<file path="config.mk">
export PLATFORM = sky130hd
export DESIGN_NAME = nonburst_decimate_j_chain
export DESIGN_NICKNAME = d
export VERILOG_FILES = /design/src/design/nbdj_pkg.sv /design/src/design/sample_fifo.sv /design/src/design/nonburst_decimate_j_chain.sv
export VERILOG_INCLUDE_DIRS = /design/src /design/src/design
export SDC_FILE = /design/constraint.sdc
export NUM_CORES = 2
export LEC_CHECK = 0
export BUFFER_PORTS_ARGS = -buffer_cell sky130_fd_sc_hd__buf_2
export CORE_MARGIN = 5
export CORE_UTILIZATION = 50
export DETAILED_ROUTE_END_ITERATION = 16
export HOLD_SLACK_MARGIN = 0.1
export PLACE_DENSITY = 0.65
export SYNTH_ARGS = -nofsm -noshare
export SYNTH_HDL_FRONTEND = slang
export SYNTH_SLANG_ARGS = --single-unit
</file>
<file path="constraint.sdc">
create_clock -name CLK_SYS -period 13.32 [get_ports CLK_SYS]
set_input_delay 2.664 -clock CLK_SYS [delete_from_list [all_inputs] [get_ports CLK_SYS]]
set_output_delay 2.664 -clock CLK_SYS [all_outputs]
set_load 0.01 [all_outputs]
</file>
<file path="src/design/nbdj_params.svh">
`ifndef NBDJ_PARAMS_SVH
`define NBDJ_PARAMS_SVH

`define DATAPATH_CONTROL_ADDR  15'h0116
`define DATAPATH_CONTROL_RESET 8'h00
`define MIXER_BYPASS_BIT       1
`define BURST_PATH_BIT         2
`define COMB_BYPASS_BIT        4
`define SAMPLE_W               16
`define FIFO_DEPTH             32
`define FIFO_RESERVE           8
`define STAGE_COUNT            4

`endif

</file>
<file path="src/design/nbdj_pkg.sv">
package nbdj_pkg;

    typedef struct packed {
        logic signed [15:0] q;
        logic signed [15:0] i;
    } iq_t;

    typedef struct packed {
        logic [2:0] upper_bits;
        logic       comb_bypass_select;
        logic       spare_bit;
        logic       burst_path_select;
        logic       mixer_bypass_select;
        logic       low_bit;
    } datapath_control_t;

    typedef struct packed {
        logic       en;
        logic [2:0] factor;
    } slot_cfg_t;

    typedef slot_cfg_t [3:0] chain_cfg_t;

endpackage

</file>
<file path="src/design/sample_fifo.sv">
`timescale 1ns/1ps
module sample_fifo #(
    parameter int WIDTH   = 32,
    parameter int DEPTH   = 32,
    parameter int RESERVE = 8
) (
    input  logic             clk,
    input  logic             rst_n,
    input  logic             in_valid,
    output logic             in_ready,
    output logic             in_room,
    input  logic [WIDTH-1:0] in_data,
    output logic             out_valid,
    input  logic             out_ready,
    output logic [WIDTH-1:0] out_data
);
    localparam int AW = $clog2(DEPTH);
    localparam logic [AW:0] DEPTH_C = (AW+1)'(DEPTH);
    localparam logic [AW:0] ROOM_C  = (AW+1)'(DEPTH - RESERVE);

    logic [WIDTH-1:0] mem [DEPTH];
    logic [AW-1:0]    wr_ptr_q;
    logic [AW-1:0]    rd_ptr_q;
    logic [AW:0]      count_q;
    logic             push;
    logic             pop;

    ////////////////////////////////////////////////////////////////////////////
    assign in_ready = count_q < DEPTH_C;
    // Room leaves space for samples already inside the filter pipeline
    assign in_room  = count_q < ROOM_C;
    assign push     = in_valid & in_ready;
    assign pop      = (count_q != '0) & (~out_valid | out_ready);

    always_ff @(posedge clk) begin
        if (push) begin
            mem[wr_ptr_q] <= in_data;
        end
    end

    always_ff @(posedge clk or negedge rst_n) begin
        if (!rst_n) begin
            wr_ptr_q <= '0;
            rd_ptr_q <= '0;
            count_q  <= '0;
        end else begin
            if (push) begin
                wr_ptr_q <= wr_ptr_q + 1'b1;
            end
            if (pop) begin
                rd_ptr_q <= rd_ptr_q + 1'b1;
            end
            count_q <= count_q + (AW+1)'(push) - (AW+1)'(pop);
        end
    end

    // Registered head so the drain side sees flop outputs
    always_ff @(posedge clk or negedge rst_n) begin
        if (!rst_n) begin
            out_valid <= 1'b0;
            out_data  <= '0;
        end else if (pop) begin
            out_valid <= 1'b1;
            out_data  <= mem[rd_ptr_q];
        end else if (out_ready) begin
            out_valid <= 1'b0;
        end
    end
endmodule

</file>
<file path="src/design/nonburst_decimate_j_chain.sv">
// How it works
// - Source is raw converter or comb output
// - Mixer bypass bit skips frequency translation
// - Burst path bit decides decimate-by-J presence
// - Raw converter samples get decimation only
// - Ratios 1..60 supported with only mixer bypassed, 1 is pass-through; mixing allows 1,4,8,16, raw 8,12,16,20,24,40,60
// - Ratios 4,8,16 use half-band stages
// - Ratios 10,20,40 use fifth-band stage
// - Ratios 12,24,30,60 use third-band stage
// - Every setting keeps same relative passband
// - Input rate is converter rate over comb ratio
// - Decimators follow the frequency translation
// - Comb bypass sends raw samples, forces mixer out
// - Comb gives one 16-bit sample per period
// - Burst path bit bypasses decimate-by-J entirely
// - Output is a stream of 16-bit I/Q sample pairs
`timescale 1ns/1ps
`include "nbdj_params.svh"
module nonburst_decimate_j_chain (
    input  logic           CLK_SYS,
    input  logic           RSTN,
    input  logic           CFG_WE,
    input  logic [14:0]    CFG_ADDR,
    input  logic [7:0]     CFG_WDATA,
    output logic [7:0]     CFG_RDATA,
    input  logic           ADC_VALID,
    input  logic [15:0]    ADC_DATA,
    input  logic           COMB_VALID,
    input  logic [15:0]    COMB_DATA,
    input  logic [15:0]    OSC_COS,
    input  logic [15:0]    OSC_SIN,
    input  logic [5:0]     J_RATIO,
    output logic           SAMPLE_READY,
    output logic           RATIO_ERR,
    output logic           OUT_VALID,
    input  logic           OUT_READY,
    output nbdj_pkg::iq_t  OUT_DATA
);
    import nbdj_pkg::*;

    function automatic logic signed [15:0] mul_q15(input logic signed [15:0] a, input logic signed [15:0] b);
        logic signed [31:0] p;
        p = a * b;
        return p[30:15];
    endfunction

    // Boxcar average stands in for each stage's coefficient set
    // Thirds and fifths rounded up so a steady positive level passes at unity gain
    function automatic logic signed [15:0] stage_avg(input logic signed [19:0] s, input logic [2:0] f);
        logic signed [36:0] p;
        p = '0;
        case (f)
            3'h2:    p = 37'(s) * 37'sh08000;
            3'h3:    p = 37'(s) * 37'sh05556;
            3'h5:    p = 37'(s) * 37'sh03334;
            default: p = 37'(s) <<< 16;
        endcase
        return p[31:16];
    endfunction

    function automatic chain_cfg_t cfg_for(input logic [5:0] j);
        chain_cfg_t c;
        c = '0;
        case (j)
            6'h04:   c = {4'h0, 4'h0, 4'hA, 4'hA};
            6'h08:   c = {4'h0, 4'hA, 4'hA, 4'hA};
            6'h10:   c = {4'hA, 4'hA, 4'hA, 4'hA};
            6'h0A:   c = {4'h0, 4'h0, 4'hD, 4'hA};
            6'h14:   c = {4'h0, 4'hA, 4'hD, 4'hA};
            6'h28:   c = {4'hA, 4'hA, 4'hD, 4'hA};
            6'h0C:   c = {4'h0, 4'hB, 4'hA, 4'hA};
            6'h18:   c = {4'hA, 4'hB, 4'hA, 4'hA};
            6'h1E:   c = {4'h0, 4'hB, 4'hD, 4'hA};
            6'h3C:   c = {4'hA, 4'hB, 4'hD, 4'hA};
            default: c = '0;
        endcase
        return c;
    endfunction

    function automatic logic ratio_ok(input logic [5:0] j, input logic comb_byp, input logic mix_byp);
        logic any_j;
        any_j = j inside {6'h01, 6'h04, 6'h08, 6'h0A, 6'h0C, 6'h10, 6'h14, 6'h18, 6'h1E, 6'h28, 6'h3C};
        if (comb_byp) begin
            return j inside {6'h08, 6'h0C, 6'h10, 6'h14, 6'h18, 6'h28, 6'h3C};
        end else if (mix_byp) begin
            return any_j;
        end
        return j inside {6'h01, 6'h04, 6'h08, 6'h10};
    endfunction

    logic                     rst_meta_q;
    logic                     rst_n;
    datapath_control_t        ctrl_q;
    logic                     mix_on;
    logic                     cfg_ok;
    logic                     src_valid;
    logic signed [15:0]       src_data;
    logic                     accept;
    chain_cfg_t               cfg;
    iq_t                      mix_q;
    logic                     mix_v_q;
    iq_t                      stg_in  [4];
    logic                     stg_v   [4];
    iq_t                      slot_out_q [4];
    logic                     slot_v_q   [4];
    logic signed [19:0]       acc_i_q    [4];
    logic signed [19:0]       acc_q_q    [4];
    logic [2:0]               slot_cnt_q [4];
    logic                     fifo_wv;
    iq_t                      fifo_wd;
    logic                     fifo_in_ready;
    logic                     fifo_in_room;

    ////////////////////////////////////////////////////////////////////////////
    always_ff @(posedge CLK_SYS or negedge RSTN) begin
        if (!RSTN) begin
            rst_meta_q <= 1'b0;
            rst_n      <= 1'b0;
        end else begin
            rst_meta_q <= 1'b1;
            rst_n      <= rst_meta_q;
        end
    end

    ////////////////////////////////////////////////////////////////////////////
    always_ff @(posedge CLK_SYS or negedge rst_n) begin
        if (!rst_n) begin
            ctrl_q <= `DATAPATH_CONTROL_RESET;
        end else if (CFG_WE && CFG_ADDR == `DATAPATH_CONTROL_ADDR) begin
            ctrl_q <= CFG_WDATA;
        end
    end

    always_ff @(posedge CLK_SYS or negedge rst_n) begin
        if (!rst_n) begin
            CFG_RDATA    <= 8'h00;
            RATIO_ERR    <= 1'b0;
            SAMPLE_READY <= 1'b0;
        end else begin
            CFG_RDATA    <= (CFG_ADDR == `DATAPATH_CONTROL_ADDR) ? 8'(ctrl_q) : 8'h00;
            RATIO_ERR    <= ~cfg_ok;
            SAMPLE_READY <= fifo_in_room;
        end
    end

    ////////////////////////////////////////////////////////////////////////////
    // Comb output already arrives at the converter rate over the comb ratio
    assign src_valid = ctrl_q.comb_bypass_select ? ADC_VALID : COMB_VALID;
    assign src_data  = ctrl_q.comb_bypass_select ? ADC_DATA : COMB_DATA;
    assign mix_on    = ~ctrl_q.mixer_bypass_select & ~ctrl_q.comb_bypass_select;
    assign cfg_ok    = ctrl_q.burst_path_select
                     | ratio_ok(J_RATIO, ctrl_q.comb_bypass_select, ctrl_q.mixer_bypass_select);
    // Source cannot stall, so samples arriving without room are dropped here
    assign accept    = src_valid & fifo_in_room & cfg_ok;
    assign cfg       = cfg_for(J_RATIO);

    always_ff @(posedge CLK_SYS or negedge rst_n) begin
        if (!rst_n) begin
            mix_q   <= '0;
            mix_v_q <= 1'b0;
        end else begin
            mix_v_q <= accept;
            if (accept && mix_on) begin
                mix_q.i <= mul_q15(src_data, OSC_COS);
                mix_q.q <= 16'(-mul_q15(src_data, OSC_SIN));
            end else if (accept) begin
                mix_q.i <= src_data;
                mix_q.q <= 16'sh0000;
            end
        end
    end

    ////////////////////////////////////////////////////////////////////////////
    // Decimators sit behind the mixer so they see the tuned signal
    always_comb begin
        stg_in[0] = mix_q;
        stg_v[0]  = mix_v_q & ~ctrl_q.burst_path_select;
        for (int k = 1; k < 4; k++) begin
            stg_in[k] = slot_out_q[k-1];
            stg_v[k]  = slot_v_q[k-1];
        end
    end

    // A ratio change mid-stream leaves partial sums; reprogram while idle
    always_ff @(posedge CLK_SYS or negedge rst_n) begin
        if (!rst_n) begin
            for (int k = 0; k < 4; k++) begin
                slot_out_q[k] <= '0;
                slot_v_q[k]   <= 1'b0;
                acc_i_q[k]    <= '0;
                acc_q_q[k]    <= '0;
                slot_cnt_q[k] <= '0;
            end
        end else begin
            for (int k = 0; k < 4; k++) begin
                slot_v_q[k] <= 1'b0;
                if (stg_v[k] && !cfg[k].en) begin
                    slot_out_q[k] <= stg_in[k];
                    slot_v_q[k]   <= 1'b1;
                end else if (stg_v[k] && slot_cnt_q[k] == 3'(cfg[k].factor - 3'h1)) begin
                    slot_out_q[k].i <= stage_avg(acc_i_q[k] + 20'(stg_in[k].i), cfg[k].factor);
                    slot_out_q[k].q <= stage_avg(acc_q_q[k] + 20'(stg_in[k].q), cfg[k].factor);
                    slot_v_q[k]     <= 1'b1;
                    acc_i_q[k]      <= '0;
                    acc_q_q[k]      <= '0;
                    slot_cnt_q[k]   <= '0;
                end else if (stg_v[k]) begin
                    acc_i_q[k]    <= acc_i_q[k] + 20'(stg_in[k].i);
                    acc_q_q[k]    <= acc_q_q[k] + 20'(stg_in[k].q);
                    slot_cnt_q[k] <= slot_cnt_q[k] + 3'h1;
                end
            end
        end
    end

    assign fifo_wv = ctrl_q.burst_path_select ? mix_v_q : slot_v_q[3];
    assign fifo_wd = ctrl_q.burst_path_select ? mix_q : slot_out_q[3];

    sample_fifo #(
        .WIDTH   (2 * `SAMPLE_W),
        .DEPTH   (`FIFO_DEPTH),
        .RESERVE (`FIFO_RESERVE)
    ) u_fifo (
        .clk       (CLK_SYS),
        .rst_n     (rst_n),
        .in_valid  (fifo_wv),
        .in_ready  (fifo_in_ready),
        .in_room   (fifo_in_room),
        .in_data   (fifo_wd),
        .out_valid (OUT_VALID),
        .out_ready (OUT_READY),
        .out_data  (OUT_DATA)
    );

    ////////////////////////////////////////////////////////////////////////////
    property p_src_select;
        @(posedge CLK_SYS) disable iff (!rst_n)
        accept && ctrl_q.comb_bypass_select |-> src_data == ADC_DATA && ADC_VALID;
    endproperty
    a_src_select: assert property (p_src_select) else $error("raw source not selected");

    property p_mixer_bypass;
        @(posedge CLK_SYS) disable iff (!rst_n)
        accept && ctrl_q.mixer_bypass_select |=> mix_v_q && mix_q.i == $past(src_data) && mix_q.q == 16'sh0000;
    endproperty
    a_mixer_bypass: assert property (p_mixer_bypass) else $error("mixer not bypassed");

    property p_raw_no_mix;
        @(posedge CLK_SYS) disable iff (!rst_n)
        ctrl_q.comb_bypass_select |-> !mix_on;
    endproperty
    a_raw_no_mix: assert property (p_raw_no_mix) else $error("mixer active on raw path");

    property p_burst_bypass;
        @(posedge CLK_SYS) disable iff (!rst_n)
        ctrl_q.burst_path_select |-> fifo_wv == mix_v_q && !stg_v[0];
    endproperty
    a_burst_bypass: assert property (p_burst_bypass) else $error("J block not bypassed");

    property p_invalid_ratio;
        @(posedge CLK_SYS) disable iff (!rst_n)
        !cfg_ok |-> !accept ##1 RATIO_ERR && !mix_v_q;
    endproperty
    a_invalid_ratio: assert property (p_invalid_ratio) else $error("invalid ratio let sample through");

    property p_pass_ratio1;
        @(posedge CLK_SYS) disable iff (!rst_n)
        mix_v_q && J_RATIO == 6'h01 && !ctrl_q.burst_path_select && $stable(J_RATIO) |-> ##4 slot_v_q[3];
    endproperty
    a_pass_ratio1: assert property (p_pass_ratio1) else $error("ratio 1 not pass-through");

    property p_cfg_half;
        @(posedge CLK_SYS) disable iff (!rst_n)
        J_RATIO == 6'h10 |-> cfg[0].factor == 3'h2 && cfg[3].en && cfg[2].factor == 3'h2;
    endproperty
    a_cfg_half: assert property (p_cfg_half) else $error("ratio 16 stages wrong");

    property p_cfg_fifth;
        @(posedge CLK_SYS) disable iff (!rst_n)
        J_RATIO == 6'h28 |-> cfg[1].factor == 3'h5 && cfg[2].factor == 3'h2 && cfg[3].en;
    endproperty
    a_cfg_fifth: assert property (p_cfg_fifth) else $error("ratio 40 stages wrong");

    property p_cfg_third;
        @(posedge CLK_SYS) disable iff (!rst_n)
        J_RATIO == 6'h1E |-> cfg[1].factor == 3'h5 && cfg[2].factor == 3'h3 && !cfg[3].en;
    endproperty
    a_cfg_third: assert property (p_cfg_third) else $error("ratio 30 stages wrong");

    c_ratio60: cover property (@(posedge CLK_SYS) disable iff (!rst_n) J_RATIO == 6'h3C && slot_v_q[3]);
    c_burst:   cover property (@(posedge CLK_SYS) disable iff (!rst_n) ctrl_q.burst_path_select && fifo_wv);
    c_mixed:   cover property (@(posedge CLK_SYS) disable iff (!rst_n) mix_on && OUT_VALID && OUT_READY);
    c_full:    cover property (@(posedge CLK_SYS) disable iff (!rst_n) !fifo_in_ready);
endmodule

</file>
# [Word level (Yosys, flattened, before mapping)]
# Memory sizes are Yosys's and may differ from the RTL's. A register that Yosys moved wholly into a read port is not among the register bits.
# Index checks and enable logic that the tools add are counted.
# Widths: inputs -> output; s select.
[totals] input_bits=99 wordCells=227 memories=1 ramBits=1024 output_inout_bits=43 register_bits=374
[op_classes] add_sub_neg=21 reduce_logical=33 n_bitwise=17 mux=65 eq_ne=28 magnitude_cmp=2 mul=18
[mem_list] memory="u_fifo.mem" words=32 width=32 read_ports=1 rd_ports_with_merged_regs=1 wr=1 line="sample_fifo.sv:21" source="logic [WIDTH-1:0] mem [DEPTH];"
[ops] cell="$pmux 32 s3" count=8
[ops] cell="$mux 32" count=11
[ops] cell="$mux 20" count=16
[ops] cell="$mul 20x15->31 const B" count=8
[ops] cell="$mul 20x13->30 const B" count=8
[ops] cell="$add 20x16->20" count=8
[ops] cell="$pmux 16 s10" count=1
[ops] cell="$mul 16x16->31" count=2
[ops] cell="$eq 3x2->1 const B" count=8
[ops] cell="$eq 6x5->1 const B" count=4
[ops] cell="$mux 3" count=8
[ops] cell="$reduce_bool 2->1" count=10
[ops] cell="$mux 1" count=19
[ops] cell="$eq 6x4->1 const B" count=3
[ops] cell="$mux 16" count=1
[ops] cell="$neg 16->16" count=1
[ops] cell="$eq 15x9->1 const B" count=1
[ops] cell="$add 3x1->3 const B" count=4
[ops] cell="$eq 3x3->1" count=4
[ops] cell="$eq 3x3->1 const B" count=4
[ops] cell="$eq 6x6->1 const B" count=2
[ops] cell="$sub 3x1->3 const B" count=4
[ops] cell="$reduce_bool 11->1" count=1
[ops] cell="$add 5x1->5 const B" count=2
[ops] cell="other kinds (16)" count=46

# [Depth between registers and ports, before layout]
[depth] depth_word=9 mapped_depth=35 mapped_depth_nobuf=35

# [Modules after synthesis]
# From an unflattened synthesis, not the netlist that was laid out.
[unflattened] hier_cells=8458 area_unflattened_um2=100184.8
[by_module_without_submodules] module="nonburst_decimate_j_chain" seq_area_each_um2=8633.3 instances=1 area_per_inst_um2=58977.8 cells_per_inst=6479
[by_module_without_submodules] module="sample_fifo" seq_area_each_um2=31975.7 instances=1 area_per_inst_um2=41207.0 cells_per_inst=1979

# [Worst setup path before layout]
# OpenSTA, ideal clock, no wires.
[synth_path] kind="in2reg" start="input ADC_DATA[6]" end="register mix_q[28] (netlist bit)" path_slack_ns=3.998 t_required_ns=13.199 arrival_time_ns=9.201 path_stages=31 cell_sequence="mux2_2 -> clkbuf_1 -> and2_1 -> fa_1 -> inv_1 -> fa_1 -> inv_1 -> ha_1 -> inv_1 -> fa_1 -> fa_1 -> fa_1 -> inv_1 -> ha_1 -> a211oi_1 -> o21ai_0 -> o22ai_2 -> o21ai_0 -> a21o_1 -> a21oi_1 -> nor2b_1 -> nor2_1 -> xor2_1 -> ha_1 -> nand2_1 -> nor3_2 -> nand3_2 -> a211o_1 -> and3_1 -> xnor2_1 -> a22o_1"
[synth_via] elab_chain_cells=4
[synth_rtl] item="start: declaration" line="nonburst_decimate_j_chain.sv:27" source="input logic [15:0] ADC_DATA,"
[synth_rtl] item="$mux 16" line="nonburst_decimate_j_chain.sv:149" source="assign src_data = ctrl_q.comb_bypass_select ? ADC_DATA : COMB_DATA;"
[synth_rtl] item="$mul 16x16->31" line="nonburst_decimate_j_chain.sv:43" source="p = a * b;"
[synth_rtl] item="$neg 16->16" line="nonburst_decimate_j_chain.sv:165" source="mix_q.q <= 16'(-mul_q15(src_data, OSC_SIN));"
[synth_rtl] item="$mux 32" line="nonburst_decimate_j_chain.sv:163" source="if (accept && mix_on) begin"
[synth_rtl] item="end: declaration" line="nonburst_decimate_j_chain.sv:100" source="iq_t mix_q;"
# No other way between the ends.
# A chain may end at the register's enable or synchronous reset.

# [Worst setup path after layout]
[layout_path] start="input ADC_DATA[4]" end="register mix_q[28] (netlist bit)"
# Same word-level chain as after synthesis.

==> flow_summary.json <==
{
  "status": "finished clean",
  "cts.sinks": 1418,
  "portBuffers": 141,
  "synth.avg_cell_area_um2": 12.3,
  "num_rows": 163,
  "grt_pass1_wl_um": 393000,
  "gp_congestion": 0.902,
  "crit_top_cell": "fa_1",
  "grt.overflow.total": 0,
  "dp_hpwl_um": 175000,
  "dieArea_mm2": 0.208,
  "htreeDepth": 4,
  "seq_area_frac_synth_pct": 40.8,
  "critPathCaptureType": "flip-flop",
  "skew_ns": 0.0648,
  "cts-root-buf": "clkbuf_16",
  "coreArea_mm2": 0.198,
  "synth_edf_count": 1024,
  "slew_viol_final": 0,
  "postCtsSetupBuffers": 0,
  "synth.cell_area_mm2": 0.0994,
  "syn-num-nets": 9761,
  "drv_cap": 0,
  "wirelength_um": 251000,
  "slew_headroom_pct": 19.8,
  "grt_max_degree": 123,
  "synth_cell_type_count": 99,
  "antenna_left": 0,
  "netlist_instances": 8093,
  "min_period_ns": 9.46,
  "slowest_stage": "mux2_2",
  "crit_path_start_kind": "input port",
  "critPathMaxFanout": 31,
  "yosysTopAreaCell": "edfxtp_1",
  "finalHoldViolCount": 0,
  "start_util_pct": 50.3,
  "wl_met1_um": 108000,
  "synth_top_flop_cell": "edfxtp_1",
  "fin_nets": 9851,
  "crit_required_ns": 14.00,
  "highest_layer": "met5",
  "wire_per_inst_um": 22.9,
  "drt_pass1_iterations": 5,
  "grt_pass1_vias": 65400,
  "die_h_um": 456,
  "routed-wl-met3_um": 18400,
  "drtIter0Drc": 5189,
  "met2_length_um": 118000,
  "worst_slew_pin_slew_ns": 1.20,
  "pin_count": 142,
  "num_vias": 63000,
  "syn2layout_area_growth_pct": 9.06,
  "yosysWarnings": 0,
  "fmax_ghz": 0.106,
  "drive_above_1_share_pct": 11.8,
  "ys_ff_latch": 1418,
  "finalSetupTns_ns": 0,
  "min_path_type": "reg -> async",
  "track_usage_pct": 24.3,
  "cts_buffer_depth": 3,
  "die_x_um": 456,
  "critical_path_arrival_ns": 10.14,
  "rr_worst_depth": 34,
  "clk_pin_slew_worst_paths_ns": 0.06,
  "async_flop_share_pct": 27.8,
  "numCtsBuffers": 147,
  "cts_resized": 0,
  "drc_errors": 0,
  "setup_viol": 0,
  "finalCritPeriodShare_pct": 71.0,
  "via_per_inst": 5.75,
  "path_class": "in -> reg",
  "antenna_found_initial": 9,
  "rsz0062_at_grt": "no",
  "postCtsHoldBufs": 0,
  "clock_latency_ns": 0.80,
  "synth_top_area_share_pct": 30.9,
  "synth_area_leaders": "edfxtp_1 (31%), fa_1 (18%), dfrtp_1 (9.9%), ha_1 (8.5%), mux4_2 (7.2%)",
  "tritoncts": "built",
  "fin_area_mm2": 0.108,
  "postPlaceCellArea_mm2": 0.104,
  "max_stage_delay_ns": 0.54
}
==> metrics by stage <==
stage | cells | setup slack, ns | hold WS (ns) | util [%]
floorplan | 8093 | 1.53 | 0.331 | -
global placement | 10700 | 3.06 | 0.262 | 52.4
detailed placement | 10700 | 3.04 | 0.266 | 52.4
CTS | 10900 | 3.90 | 0.272 | 54.9
global route | 11000 | 3.42 | 0.287 | 54.9
finish | 11000 | 3.86 | 0.259 | 54.9
==> kinds of logic after synthesis <==
| kind of cell | Yosys count | synth area share, % |
|---|---|---|
| AOI/OAI and AO/OA | 1117 | 7.40 |
| xor gates and xnor gates | 374 | 3.32 |
| adders and majority gates | 1570 | 26.5 |
| buffers and inverters | 1610 | 6.09 |
| DFF | 1418 | 40.8 |
| muxes | 438 | 8.51 |
| other | 1 | 0.00377 |
| and+or+nand+nor | 1565 | 7.30 |
==> cell usage in the layout, fill, tap and decap left out, drive strengths merged, types with 13 or more instances in the layout <==
| cell type | Yosys | final |
|---|---|---|
| mux2 | 61 | 61 |
| or2 | 20 | 20 |
| nor2 | 260 | 260 |
| clkbuf | 287 | 191 |
| o21ai | 301 | 301 |
| a221o | 19 | 19 |
| and2 | 240 | 240 |
| o31ai | 38 | 38 |
| a21o | 69 | 69 |
| o22ai | 20 | 20 |
| buf | 42 | 270 |
| a22oi | 36 | 36 |
| ha | 672 | 672 |
| o21bai | 29 | 29 |
| xnor2 | 248 | 248 |
| o21a | 30 | 30 |
| nand2 | 717 | 717 |
| fa | 897 | 897 |
| inv | 1280 | 1293 |
| nor3 | 63 | 63 |
| and3 | 47 | 47 |
| mux2i | 57 | 57 |
| a211oi | 30 | 30 |
| o211ai | 25 | 25 |
| clkinv | 1 | 49 |
| nand4 | 13 | 13 |
| or3 | 26 | 26 |
| dfrtp | 394 | 394 |
| nand2b | 34 | 34 |
| a22o | 101 | 101 |
| nand3 | 83 | 83 |
| nor2b | 26 | 26 |
| a21oi | 277 | 277 |
| a31oi | 17 | 17 |
| edfxtp | 1024 | 1024 |
| a221oi | 30 | 30 |
| mux4 | 320 | 320 |
| xor2 | 125 | 125 |
==> metal layers <==
layer / GRT usage (%) / vias up
met5: 0 / -
met4: 6.45 / 2
met3: 3.90 / 329
met2: 39.2 / 2232
met1: 34.7 / 32600
li1: - / 27900
==> flip-flops by register name, summed over array words and instances, names as in the netlist, 6 cells and up <==
| register | count |
|---|---|
| CFG_RDATA | 8 |
| slot_out_q | 128 |
| acc_i_q | 74 |
| acc_q_q | 74 |
| ctrl_q | 8 |
| u_fifo.mem | 1024 |
| u_fifo.out_data | 32 |
| u_fifo.count_q | 6 |
| slot_cnt_q | 12 |
| mix_q | 32 |
==> worst max-delay path, delay by kind of cell <==
| kind | cells | cell delay, ns |
|---|---|---|
| xor+xnor | 2 | 0.29 |
| compound gates | 8 | 1.91 |
| buf+inv | 5 | 0.33 |
| mux | 1 | 0.54 |
| simple gates | 7 | 1.27 |
| fa+ha+maj | 8 | 3.14 |
==> area by class of cell <==
cell class / instances / area (µm²)
Inverter: 1281 / 4810
Timing Repair Buffer: 270 / 1700
Clock inverter: 81 / 891
Fill cell: 16400 / 89200
Clock buffer: 191 / 4010
Sequential cell: 1418 / 40600
Multi-Input combinational cell: 5065 / 53100
Antenna cell: 6 / 15.0
Tap cell: 2640 / 3300
==> worst paths after layout <==
| path | start | to | slack (ns) |
|---|---|---|---|
| worst max-delay path | ADC_DATA[4] | mix_q[28]$_DFFE_PN0P_ | 3.86 |
| worst min-delay path | rst_n$_DFF_PN0_ | u_fifo.out_data[5]$_DFFE_PN0P_ | 0.26 |
| worst max register to register | slot_out_q[64]$_DFFE_PN0P_ | slot_out_q[47]$_DFFE_PN0P_ | 4.06 |
| worst min register to register | rst_n$_DFF_PN0_ | u_fifo.out_data[5]$_DFFE_PN0P_ | 0.26 |
| max in group asynchronous | rst_n$_DFF_PN0_ | ctrl_q[4]$_DFFE_PN0P_ | 10.07 |
| min in group CLK_SYS | rst_meta_q$_DFF_PN0_ | rst_n$_DFF_PN0_ | 0.35 |
==> synthesized netlist by cell type, types with 46 or more instances <==
master	instances
nor2_1	259
o21ai_0	287
edfxtp_1	1024
nor3_1	61
a22o_1	101
inv_1	1278
clkbuf_1	287
xnor2_1	248
mux2i_1	57
and3_1	46
dfrtp_1	394
nand3_1	82
ha_1	672
fa_1	897
mux4_2	320
a21oi_1	274
a21o_1	69
xor2_1	123
and2_1	237
nand2_1	716
mux2_2	61
Power is left out: the tool's default activity adds up to more than one toggle a clock period on the data nets, which glitch-free logic cannot reach.
